File: src/hw/fsc_pkg.sv
package fsc_pkg;
  // ---------------------------------------------------------------
  // register word offsets (byte addresses)
  // ---------------------------------------------------------------
  localparam logic [7:0] FREQ_SETTING_OFS = 8'h00;
  localparam logic [7:0] PROG_MODE_OFS = 8'h04;
  localparam logic [7:0] SEQ_COMMAND_OFS = 8'h08;
  localparam logic [7:0] ADDR_LOW_OFS = 8'h0C;
  localparam logic [7:0] ADDR_HIGH_OFS = 8'h10;
  localparam logic [7:0] END_LOW_OFS = 8'h14;
  localparam logic [7:0] END_HIGH_OFS = 8'h18;
  localparam logic [7:0] WBUF0_OFS = 8'h1C;
  localparam logic [7:0] WBUF1_OFS = 8'h20;
  localparam logic [7:0] WBUF2_OFS = 8'h24;
  localparam logic [7:0] WBUF3_OFS = 8'h28;
  localparam logic [7:0] SEQ_STATUS_OFS = 8'h2C;
  // ---------------------------------------------------------------
  // fields and reset values
  // ---------------------------------------------------------------
  localparam logic [7:0] FREQ_RESET = 8'h00;
  localparam logic [7:0] FREQ_WMASK = 8'h1F;
  localparam logic [7:0] MODE_RESET = 8'h08;
  localparam logic [7:0] MODE_WMASK = 8'h2A;
  localparam int AREA_SELECT_POS = 5;
  localparam int INHIBIT_POS = 3;
  localparam int SELF_PROG_POS = 1;
  localparam int START_POS = 7;
  localparam logic [7:0] CMD_PROGRAM = 8'h81;
  localparam logic [7:0] CMD_ERASE = 8'h84;
  localparam logic [7:0] ADDR_HIGH_WMASK = 8'h7F;
  localparam logic [7:0] END_LOW_WMASK = 8'hFC;
  localparam logic [15:0] DATA_AREA_BASE = 16'h9000;
  localparam int SEQ_BUSY_CYCLES = 8;
  typedef enum logic [1:0] {ST_IDLE, ST_PROGRAM, ST_ERASE} fsc_state_type;
endpackage

File: src/hw/fsc_top.sv
`timescale 1ns/10ps
// Overview of operation
// - program uses start address from pointer low and high registers
// - program data is the 32-bit word of four write buffer bytes
// - command write of 0x81 starts a one-word program
// - frequency field bits 4..0 hold MHz minus one
// - frequency register resets to zero, upper three bits read zero
// - mode register resets to 0x08; only bits 5, 3, 1 writable
// - bit 5 selects code area (0) or data area (1)
// - bit 3 high blocks programming and erase
// - bit 1 selects read mode (0) or self-programming mode (1)
// - command write of 0x84 starts a block erase
// - erase uses start pointer and end address registers
// - data-area offsets are relative to absolute 0x9000
module fsc_top
  import fsc_pkg::*;
#(
  parameter int BUSY_CYCLES = fsc_pkg::SEQ_BUSY_CYCLES
) (
  input wire logic pclk,
  input wire logic presetn,
  input wire logic psel,
  input wire logic penable,
  input wire logic pwrite,
  input wire logic [7:0] paddr,
  input wire logic [31:0] pwdata,
  input wire logic [3:0] pstrb,
  output logic [31:0] prdata,
  output logic pready,
  output logic pslverr,
  output logic flash_we,
  output logic flash_erase,
  output logic [15:0] flash_addr,
  output logic [15:0] flash_end_addr,
  output logic [31:0] flash_wdata,
  output logic [4:0] flash_freq_code
);
  import fsc_pkg::*;

  // ---------------------------------------------------------------
  // bus decode
  // ---------------------------------------------------------------
  logic wr_en;
  logic rd_en;
  logic known;
  logic [7:0] wbyte;
  logic [7:0] freq_setting_reg;
  logic [7:0] prog_mode_control_reg;
  logic [7:0] seq_command_reg;
  logic [7:0] addr_pointer_low;
  logic [7:0] addr_pointer_high;
  logic [7:0] end_addr_low;
  logic [7:0] end_addr_high;
  logic [7:0] write_buf_byte0;
  logic [7:0] write_buf_byte1;
  logic [7:0] write_buf_byte2;
  logic [7:0] write_buf_byte3;
  logic done_reg;
  logic [7:0] rd_next;
  logic [15:0] rel_addr;
  logic [15:0] rel_end;
  logic cmd_wr;
  logic start_prog;
  logic start_erase;
  fsc_state_type state_reg;
  logic [15:0] cnt_reg;

  // setup cycle asserts pready so the access phase finishes at once
  always_ff @(posedge pclk or negedge presetn) begin
    if (!presetn) begin
      pready <= 1'b0;
    end else begin
      pready <= psel && !penable;
    end
  end

  always_comb begin
    wr_en = psel && penable && pready && pwrite;
    rd_en = psel && !penable && !pwrite;
    wbyte = pstrb[0] ? pwdata[7:0] : 8'h00;
    case (paddr)
      FREQ_SETTING_OFS, PROG_MODE_OFS, SEQ_COMMAND_OFS, ADDR_LOW_OFS,
      ADDR_HIGH_OFS, END_LOW_OFS, END_HIGH_OFS, WBUF0_OFS, WBUF1_OFS,
      WBUF2_OFS, WBUF3_OFS, SEQ_STATUS_OFS: known = 1'b1;
      default: known = 1'b0;
    endcase
  end

  // unmapped addresses answer with an error and change nothing
  always_ff @(posedge pclk or negedge presetn) begin
    if (!presetn) begin
      pslverr <= 1'b0;
    end else begin
      pslverr <= psel && !penable && !known;
    end
  end

  // ---------------------------------------------------------------
  // software registers
  // ---------------------------------------------------------------
  // frequency reset and mask
  always_ff @(posedge pclk or negedge presetn) begin
    if (!presetn) begin
      freq_setting_reg <= FREQ_RESET;
    end else if (wr_en && pstrb[0] && paddr == FREQ_SETTING_OFS) begin
      freq_setting_reg <= pwdata[7:0] & FREQ_WMASK;
    end
  end

  always_ff @(posedge pclk or negedge presetn) begin
    if (!presetn) begin
      prog_mode_control_reg <= MODE_RESET;
    end else if (wr_en && pstrb[0] && paddr == PROG_MODE_OFS) begin
      prog_mode_control_reg <= pwdata[7:0] & MODE_WMASK;
    end
  end

  always_ff @(posedge pclk or negedge presetn) begin
    if (!presetn) begin
      addr_pointer_low <= 8'h00;
      addr_pointer_high <= 8'h00;
      end_addr_low <= 8'h00;
      end_addr_high <= 8'h00;
      write_buf_byte0 <= 8'h00;
      write_buf_byte1 <= 8'h00;
      write_buf_byte2 <= 8'h00;
      write_buf_byte3 <= 8'h00;
    end else if (wr_en && pstrb[0]) begin
      case (paddr)
        ADDR_LOW_OFS: addr_pointer_low <= wbyte;
        ADDR_HIGH_OFS: addr_pointer_high <= wbyte & ADDR_HIGH_WMASK;
        END_LOW_OFS: end_addr_low <= wbyte & END_LOW_WMASK;
        END_HIGH_OFS: end_addr_high <= wbyte & ADDR_HIGH_WMASK;
        WBUF0_OFS: write_buf_byte0 <= wbyte;
        WBUF1_OFS: write_buf_byte1 <= wbyte;
        WBUF2_OFS: write_buf_byte2 <= wbyte;
        WBUF3_OFS: write_buf_byte3 <= wbyte;
        default: addr_pointer_low <= addr_pointer_low;
      endcase
    end
  end

  // ---------------------------------------------------------------
  // command decode
  // ---------------------------------------------------------------
  always_comb begin
    cmd_wr = wr_en && pstrb[0] && paddr == SEQ_COMMAND_OFS;
    start_prog = cmd_wr && pwdata[7:0] == CMD_PROGRAM;
    start_erase = cmd_wr && pwdata[7:0] == CMD_ERASE;
    rel_addr = {addr_pointer_high, addr_pointer_low};
    rel_end = {end_addr_high, end_addr_low};
    if (prog_mode_control_reg[AREA_SELECT_POS]) begin
      rel_addr = rel_addr + DATA_AREA_BASE;
      rel_end = rel_end + DATA_AREA_BASE;
    end
  end

  // start bit self-clears when the sequencer goes idle again
  always_ff @(posedge pclk or negedge presetn) begin
    if (!presetn) begin
      seq_command_reg <= 8'h00;
    end else if (cmd_wr && state_reg == ST_IDLE) begin
      seq_command_reg <= pwdata[7:0];
    end else if (state_reg != ST_IDLE && cnt_reg == 16'h0001) begin
      seq_command_reg <= 8'h00;
    end
  end

  // ---------------------------------------------------------------
  // sequencer
  // ---------------------------------------------------------------
  always_ff @(posedge pclk or negedge presetn) begin
    if (!presetn) begin
      state_reg <= ST_IDLE;
      cnt_reg <= 16'h0000;
      done_reg <= 1'b0;
    end else begin
      case (state_reg)
        ST_IDLE: begin
          // inhibit blocks commands; only in self-programming
          if ((start_prog || start_erase) && !prog_mode_control_reg[INHIBIT_POS]
              && prog_mode_control_reg[SELF_PROG_POS]) begin
            state_reg <= start_prog ? ST_PROGRAM : ST_ERASE;
            cnt_reg <= 16'(BUSY_CYCLES);
            done_reg <= 1'b0;
          end
        end
        ST_PROGRAM, ST_ERASE: begin
          cnt_reg <= cnt_reg - 16'h0001;
          if (cnt_reg == 16'h0001) begin
            state_reg <= ST_IDLE;
            done_reg <= 1'b1;
          end
        end
        default: state_reg <= ST_IDLE;
      endcase
    end
  end

  // array port latched at command start
  always_ff @(posedge pclk or negedge presetn) begin
    if (!presetn) begin
      flash_we <= 1'b0;
      flash_erase <= 1'b0;
      flash_addr <= 16'h0000;
      flash_end_addr <= 16'h0000;
      flash_wdata <= 32'h00000000;
    end else begin
      flash_we <= state_reg == ST_PROGRAM;
      flash_erase <= state_reg == ST_ERASE;
      if (state_reg == ST_IDLE) begin
        flash_addr <= rel_addr;
        flash_end_addr <= rel_end;
        flash_wdata <= {write_buf_byte3, write_buf_byte2, write_buf_byte1, write_buf_byte0};
      end
    end
  end

  always_ff @(posedge pclk or negedge presetn) begin
    if (!presetn) begin
      flash_freq_code <= 5'h00;
    end else begin
      flash_freq_code <= freq_setting_reg[4:0];
    end
  end

  // ---------------------------------------------------------------
  // read data
  // ---------------------------------------------------------------
  always_comb begin
    case (paddr)
      FREQ_SETTING_OFS: rd_next = freq_setting_reg;
      PROG_MODE_OFS: rd_next = prog_mode_control_reg;
      SEQ_COMMAND_OFS: rd_next = seq_command_reg;
      ADDR_LOW_OFS: rd_next = addr_pointer_low;
      ADDR_HIGH_OFS: rd_next = addr_pointer_high;
      END_LOW_OFS: rd_next = end_addr_low;
      END_HIGH_OFS: rd_next = end_addr_high;
      WBUF0_OFS: rd_next = write_buf_byte0;
      WBUF1_OFS: rd_next = write_buf_byte1;
      WBUF2_OFS: rd_next = write_buf_byte2;
      WBUF3_OFS: rd_next = write_buf_byte3;
      SEQ_STATUS_OFS: rd_next = {6'h00, state_reg != ST_IDLE, done_reg};
      default: rd_next = 8'h00;
    endcase
  end

  always_ff @(posedge pclk or negedge presetn) begin
    if (!presetn) begin
      prdata <= 32'h00000000;
    end else if (rd_en) begin
      prdata <= {24'h000000, rd_next};
    end
  end
endmodule // fsc_top

File: config.mk
export PLATFORM = sky130hd
export DESIGN_NAME = fsc_top
export DESIGN_NICKNAME = d
export VERILOG_FILES = /design/src/hw/fsc_pkg.sv /design/src/hw/fsc_top.sv
export SDC_FILE = /design/constraint.sdc
export NUM_CORES = 1
export LEC_CHECK = 0
export BUFFER_PORTS_ARGS = -buffer_cell sky130_fd_sc_hd__clkbuf_2
export CAP_MARGIN = 30
export CORE_MARGIN = 2
export CORE_UTILIZATION = 50
export DETAILED_ROUTE_END_ITERATION = 6
export PLACE_DENSITY = 0.86
export SLEW_MARGIN = 20
export SYNTH_ARGS = -nofsm -noshare
export SYNTH_HDL_FRONTEND = slang
export SYNTH_SLANG_ARGS = --single-unit
File: constraint.sdc
create_clock -name pclk -period 2.3 [get_ports pclk]
set_input_delay 0.46 -clock pclk [delete_from_list [all_inputs] [get_ports pclk]]
set_output_delay 0.46 -clock pclk [all_outputs]
set_load 0.02 [all_outputs]
# After elaboration in Yosys (flattened, before gate mapping)

Index checks and enable logic that the tools add are counted.

Reduce and logical (&&, ||, !) cells: 39
Multiplexer cells: 16
Equality and inequality tests: 18
$add $sub $neg: 3

Operators by type and width:

| cell                     | number |
|---|---|
| $pmux W8 S12             | 1 |
| $mux W16                 | 3 |
| $add A15 B16 Y16 const B | 2 |
| $eq A8 B5 Y1 const B     | 4 |
| $eq A8 B6 Y1 const B     | 4 |
| $pmux W16 S2             | 1 |
| $mux W8                  | 3 |
| $reduce_and A2 Y1        | 10 |
| $eq A16 B1 Y1 const B    | 1 |
| $eq A8 B4 Y1 const B     | 2 |
| $eq A8 B8 Y1 const B     | 2 |
| $logic_and A1 B1 Y1      | 16 |
| $sub A16 B1 Y16 const B  | 1 |
| $reduce_or A12 Y1        | 1 |
| $eq A8 B3 Y1 const B     | 1 |
| $logic_not A8 Y1         | 1 |
| $mux W2                  | 3 |
| $reduce_bool A2 Y1       | 3 |
| $logic_not A1 Y1         | 4 |
| $ne A2 B2 Y1 const B     | 2 |
| $pmux W2 S2              | 1 |
| $mux W1                  | 3 |
| $reduce_and A3 Y1        | 1 |
| $eq A2 B1 Y1 const B     | 1 |
| 5 further kinds          | 5 |

Logic and storage cells: 99
Input port bits: 49
Register bits after elaboration: 176

# Logic depth before layout (Yosys ltp)

Gate-level depths: netlist of run 1.

Word-level depth: 11
Mapped depth: 8
Depth with buffers taken out: 7

# Least setup slack after synthesis of run 1

Ideal clock, no wire load.

Kind: register to register
Start: register cnt_reg[0]
End: register cnt_reg[10]
Stages on the path, launching flop included: 9
Library setup time: 0.066 ns
Arrival time: 2.131 ns
Clock period less this slack: 2.198 ns
Required time: 2.234 ns
Path buffers: 1
Setup slack: 0.102 ns
Cells stage by stage: dfrtp_1 inv_1 ha_1 or3b_4 or3_1 buf_2 or4_1 a21oi_1 a221o_1

Word-level cells in the longest chain between the ends: 2

RTL lines:

| what                   | line           | RTL |
|---|---|---|
| from (decl)            | fsc_top.sv:66  | `logic [15:0] cnt_reg;` |
| from (signal assigned) | fsc_top.sv:184 | `cnt_reg <= 16'(BUSY_CYCLES);` |
| from (signal assigned) | fsc_top.sv:189 | `cnt_reg <= cnt_reg - 16'h0001;` |
| $sub A16 B1 Y16        | fsc_top.sv:189 |  |
| $pmux W16 S2           | fsc_top.sv:178 | `case (state_reg)` |

Every way passes these cells.
A chain may end at the register's enable or synchronous reset.

# Worst setup path in the final report of run 1

Start: register cnt_reg[9]
End: register seq_command_reg[1]

Word-level cells in the longest chain between the ends: 3

RTL lines:

| what                         | line           | RTL |
|---|---|---|
| $eq A16 B1 Y1                | fsc_top.sv:164 | `end else if (state_reg != ST_IDLE && cnt_reg == 16'h0001) begin` |
| $logic_and A1 B1 Y1          | fsc_top.sv:164 |  |
| $reduce_bool A2 Y1 (no line) | n/a            |  |
| to (signal assigned)         | fsc_top.sv:163 | `seq_command_reg <= pwdata[7:0];` |
| to (decl)                    | fsc_top.sv:49  | `logic [7:0] seq_command_reg;` |

Every way passes these cells.

==> impl_metrics.toml, run 1 <==
[floorplanning]
num_rows = 46
die_w_um = 132.2
die_h_um = 132.2
ios = 154
fp.coreArea_um2 = 16000
die-area_um2 = 17470
initial_core_util_pct = 51.35

[finish]
antenna_cells = 0
register_area_um2 = 4355
fill_cells = 1309
multi_input_area_um2 = 3522
largest_reg_flops = 32
fin_nets = 946
finalNonFillerCells = 1119
layout-drive-gt1-share_pct = 29.24
area_growth_pct = 18.08

[critical_path]
path_cells = "or4_4, or4_4, nor3_2, a41oi_2, a22o_1"
crit_slowest_cell = "or4_4"
path_class = "reg -> reg"
slowest_delay_ps = 600
start_kind = "register"
cp-end-kind = "register"
crit_fanout = 8
arrival_ps = 2590
crit_top_cell = "or4_4"
crit_required_ps = 2620

[placement]
portBuffers = 100
routabilityCongestion = 0.9143
dpl.cell_count = 1087
post-place-ws_ps = 42.79
post-dp-hpwl_um = 15400

[sta]
period_needed_ps = 2271
finalMaxSlewViolations = 0
maxSlewHeadroom_pct = 63.42
fin_ws_ps = 28.68
finClkSkew_ps = 7.084
fin_tns_setup_ps = 0
rsz0062_at_grt = "no"
worst-slew-pin-transition_ps = 548.6
setup_viol = 0
hold_ws_ps = -19.78
fmax_mhz = 440.3
period_share_pct = 98.75
finalHoldViolCount = 20

[synthesis]
ys_seq_area_share_pct = 53.01
synthTopCellsByArea = "dfrtp_1 (53%), mux2_2 (9.0%), o21ai_0 (5.0%), nand2_1 (5.0%), buf_4 (2.6%)"
synth_most_common_cell = "dfrtp_1"
synth_cells = 771
synth-seq-cells = 174
synth_area_um2 = 8217
synth.avg_cell_area_um2 = 10.66
synth.largest_area_cell = "dfrtp_1"
synth_common_cells = "dfrtp_1 (173), nand2_1 (109), o21ai_0 (82)"
synth_top_area_share_pct = 52.69
synthArstFlopShare_pct = 100.0
yosysWarningCount = 0
synth_edf_count = 0
ys_types = 64
synth_ff_type = "dfrtp_1"

[detailed_routing]
final_antenna_net_count = 0
finalWirelength_um = 21740
drc = 0
first_iter_violations = 807
num_vias = 6623
viasPerCell = 5.919
first_pass_iters = 5
drt-wirelength-per-cell_um = 19.43

[min_path]
hold_class = "in -> async"

[flow_run]
drv_cap = 0

[grt]
grt_use_total_pct = 25.73
antenna_found_initial = 0
grt_pass1_vias = 6304
grt_pass1_wl_um = 35000
grt_max_degree = 89
grt_overflow = 0

[outcome]
outcome = "complete, but fails checks"
violations = "hold timing"

[power]
power.density_nw_per_um2 = 639.0
p_total_w = 0.006200
leakagePower_nw = 4.622
ir_drop_uv = 531.7

[clock_network]
cts_num_sinks = 174
h-tree-depth = 4
clk_pin_slew_ps = 60
cts_tree = "done"
cts_buffer_depth = 2
cts_setup_buffers = 0
cts-root-buf = "clkbuf_16"
cts_buffers = 17
insertion_delay_ps = 440
metal layers:
layer | part of all wire, % | wire length, um | track usage (%)
met1 | 43 | 9397 | 36.13
met2 | 47 | 10110 | 39.84
met3 | 8.2 | 1779 | 6.651
met4 | 2.1 | 451 | 7.407
met5 | 0 | 0 | 0
per-stage QoR:
stage	instance area [um2]	util [%]
2_1_floorplan	8310	-
3_3_place_gp	9114	56.96
3_5_place_dp	9114	56.96
4_1_cts	9691	60.56
5_1_grt	9702	60.63
6_report	9702	60.63
final cells by class:
class	count	area share, %
timing repair buffer	150	9.608
sequential	174	44.89
tap	216	2.786
clock buffer	22	4.785
multi-input combinational	535	36.30
inverter	12	0.4643
clock inverter	10	1.161
repair_timing:
item,in CTS,in global routing
gates resized for setup,0,2
endpoints found under the setup margin,0,2
hold buffers,0,0
worst paths after layout:
path                                     start                  endpoint  slack, ps  cells after the start
max                                 cnt_reg[9]        seq_command_reg[1]         30                      5
min                                    presetn           flash_wdata[13]        -20                      1
max reg2reg                         cnt_reg[9]        seq_command_reg[1]         30                      5
min reg2reg                freq_setting_reg[0]        flash_freq_code[0]        430                      0
max in group asynchronous              presetn  prog_mode_control_reg[3]       1630                      2
min in group pclk                      penable                    pready        300                      2
logic make-up after synthesis:
group	after synthesis	share of synthesized area, %
AO/OA/AOI/OAI	177	13.51
buffers and inverters	87	5.710
XOR/XNOR	9	0.9593
flip-flops	174	53.01
adder cells (fa/ha/maj)	7	1.066
AND/OR/NAND/NOR	233	14.13
multiplexers	83	11.57
other	1	0.04564
worst max-delay path: cells and delay by family, from the launching register on:
family,cells,cell delay (ps)
DFF,1,460
and+or+nand+nor,3,1290
AOI/OAI and AO/OA,2,410
report_power, final:
part / total [W] / leakage [nW] / switching, W / internal, W
registers: 0.00307 / 2.37 / 0.00000470 / 0.00307
clock network: 0.00283 / 0.280 / 0.00118 / 0.00165
logic: 0.000293 / 1.97 / 0.000221 / 0.0000720
total: 0.00620 / 4.62 / 0.00141 / 0.00479
cells in the final DEF (no fill, tap or decap), types with 4 or more instances in the layout:
cell       Yosys  final
a22oi_1        4      4
xnor2_1        5      5
o211ai_1       4      4
a22o_1        12     12
nand2b_1       5      5
o21ai_0       82     82
nor4_1        14     11
mux2_2        66     66
or4_1          4      4
ha_1           7      6
nand2_1      109    109
clkinv_2       0      4
a31oi_1        8      8
dfrtp_1      173    173
buf_4         29     46
clkbuf_16      0     17
inv_1         11     11
nor2_1        26     26
nand4_1        6      6
nor3_1         7      7
a21oi_1       30     30
nand4b_1       4      4
buf_12         0      4
clkbuf_2       0     99
xor2_1         4      4
nand3_1       27     27
conb_1         1     26
nor4b_2        4      4
a221o_1        6      6
nor2b_1        8      8
mux2i_1       14     14
and2_1         4      4
Power figures use the tool's default switching activity.
==> run 2, diff against run 1 <==
==> constraint.sdc (replaced) <==
create_clock -name pclk -period 2.3 [get_ports pclk]
set_input_delay 0.115 -clock pclk [delete_from_list [all_inputs] [get_ports pclk]]
set_output_delay 0.115 -clock pclk [all_outputs]
set_load 0.02 [all_outputs]
==> run 2 against run 1 <==
Effect of this change: the run now ends clean; register-to-register slack improved by 90 ps; die area unchanged; design area rose by 1.3%; critical path depth grew 3; setup slack improved by 88 ps; clock-buffer cell count down 2; sequential power about the same.
==> impl_metrics.toml, run 2 (synthesized netlist as in run 1, its figures left out) <==
[outcome]
outcome = "finished clean"

[critical_path]
crit_slowest_cell = "or3_4"
path_class = "reg -> reg"
crit_family = "simple AND/OR/NAND/NOR gates"
r2r_cells = 8
worstSetupEndpoint = "cnt_reg[6]"
r2r_end = "cnt_reg[6]"
start_kind = "register"
slowest_delay_ps = 390
path_cells = "inv_1, ha_2, or3b_4, or3_4, buf_4, or3_1, a21oi_1, a221o_1"
crit_required_ps = 2670
arrival_ps = 2550
r2r_start = "cnt_reg[1]"
crit_fanout = 8
critical_path_depth = 8
path_buf_inv = 2
cp-end-kind = "register"
r2r_slack_ps = 120
critPathLaunch = "cnt_reg[1]"

[sta]
fmax_mhz = 457.9
period_needed_ps = 2184
rsz0062_at_grt = "no"
setup_viol = 0
finalMaxSlewViolations = 0
period_share_pct = 94.95
maxSlewHeadroom_pct = 45.03
fin_tns_setup_ps = 0
finalHoldViolCount = 0
finClkSkew_ps = 8.158
worst-slew-pin-transition_ps = 824.5
fin_ws_ps = 116.3

[power]
leakagePower_nw = 4.664
seq_power_share_pct = 47.9
combinationalPowerShare_pct = 4.6
ir_drop_uv = 565.1
power.density_nw_per_um2 = 652.7
power_switching_w = 0.001470
p_sw_share_pct = 22.92
power.internal_w = 0.004944
pwr-share-clk_pct = 47.5

[grt]
grt_pass1_vias = 6466
grt_pass1_wl_um = 35510
antenna_found_initial = 0
grt_overflow = 0
grt_max_degree = 89
grt_use_total_pct = 26.15

[clock_network]
insertion_delay_ps = 440
cts-root-buf = "clkbuf_16"
cts_buffers = 17
cts_buffer_depth = 2
clk_pin_slew_ps = 70
h-tree-depth = 4
cts_num_sinks = 174
cts_tree = "done"

[floorplanning]
fp.coreArea_um2 = 16000
die_w_um = 132.2
ios = 154
num_rows = 46
initial_core_util_pct = 51.35
die-area_um2 = 17470
die_h_um = 132.2

[placement]
dpl.cell_count = 1086
post-place-ws_ps = 37.22
post-dp-hpwl_um = 15600
portBuffers = 100
routabilityCongestion = 0.9860

[finish]
fill_cells = 1273
finalNonFillerCells = 1127
layout-drive-gt1-share_pct = 29.42
area_growth_pct = 19.60
final_common_cell = "dfrtp_1"
layout_common_cells = "dfrtp_1 (173), nand2_1 (109), clkbuf_2 (99)"
fin_nets = 954
antenna_cells = 0
largest_reg_flops = 32

[detailed_routing]
first_pass_iters = 6
num_vias = 6758
finalWirelength_um = 22330
viasPerCell = 5.996
drc = 0
first_iter_violations = 883
drt-wirelength-per-cell_um = 19.82
final_antenna_net_count = 0

[min_path]
hold_class = "in -> reg"

[flow_run]
drv_cap = 0
[run 2: worst reg2reg max path, stage by stage (launching register included)]
cell	delay (ps)
dfrtp_1	380
inv_1	80
ha_2	190
or3b_4	380
or3_4	390
buf_4	160
or3_1	300
a21oi_1	130
a221o_1	120
[run 2: how the worst min path moves through the flow]
stage,from,endpoint,slack [ps],depth (start not counted)
6_report,pwdata[0],seq_command_reg[0],40,2
4_1_cts,pwdata[2],seq_command_reg[2],20,2
5_1_grt,pwdata[0],seq_command_reg[0],40,2
3_3_place_gp,presetn,flash_wdata[11],30,1
3_5_place_dp,presetn,flash_wdata[19],30,1
2_1_floorplan,presetn,addr_pointer_high[0],-180,0
[run 2: power groups by stage]
stage	Clock [W]	Sequential (W)	Combinational (W)
floorplan	0	0.00314	0.000148
global placement	0	0.00313	0.000271
detailed placement	0	0.00313	0.000276
CTS	0.00306	0.00307	0.000291
global route	0.00320	0.00307	0.000318
finish	0.00305	0.00307	0.000293
[run 2: what timing repair did]
| action | CTS | global route |
|---|---|---|
| endpoints found under the setup margin | 0 | 3 |
| hold buffers | 9 | 0 |
| buffers inserted | 0 | 0 |
| resized for setup | 0 | 4 |
| endpoints found under the hold margin | 102 | 0 |
[run 2: per-layer routing]
layer,GRT usage (%),wire (um),vias up
li1,-,-,2991
met1,37.00,9576,3341
met2,39.67,10370,380
met3,6.190,1921,46
met4,9.438,468,0
met5,0,0,-
[run 2: through the flow]
step	area (um2)	hold slack [ps]	power [W]	utilization (%)
floorplan	8310	-180.6	0.003283	-
global placement	9094	30.07	0.003400	56.83
detailed placement	9094	31.02	0.003405	56.83
CTS	9809	23.95	0.006417	61.31
global route	9827	43.95	0.006587	61.42
finish	9827	42.23	0.006414	61.42
[run 2: area by class of cell]
| class | instances | area, um2 | area share [%] |
|---|---|---|---|
| multi-input cells | 535 | 3528 | 35.91 |
| well taps | 216 | 270.3 | 2.750 |
| repair buffers | 158 | 1002 | 10.20 |
| inverters | 12 | 45.04 | 0.4584 |
| flip-flops and latches | 174 | 4355 | 44.32 |
| clock inverters | 12 | 158.9 | 1.617 |
| clock buffers | 20 | 466.7 | 4.749 |
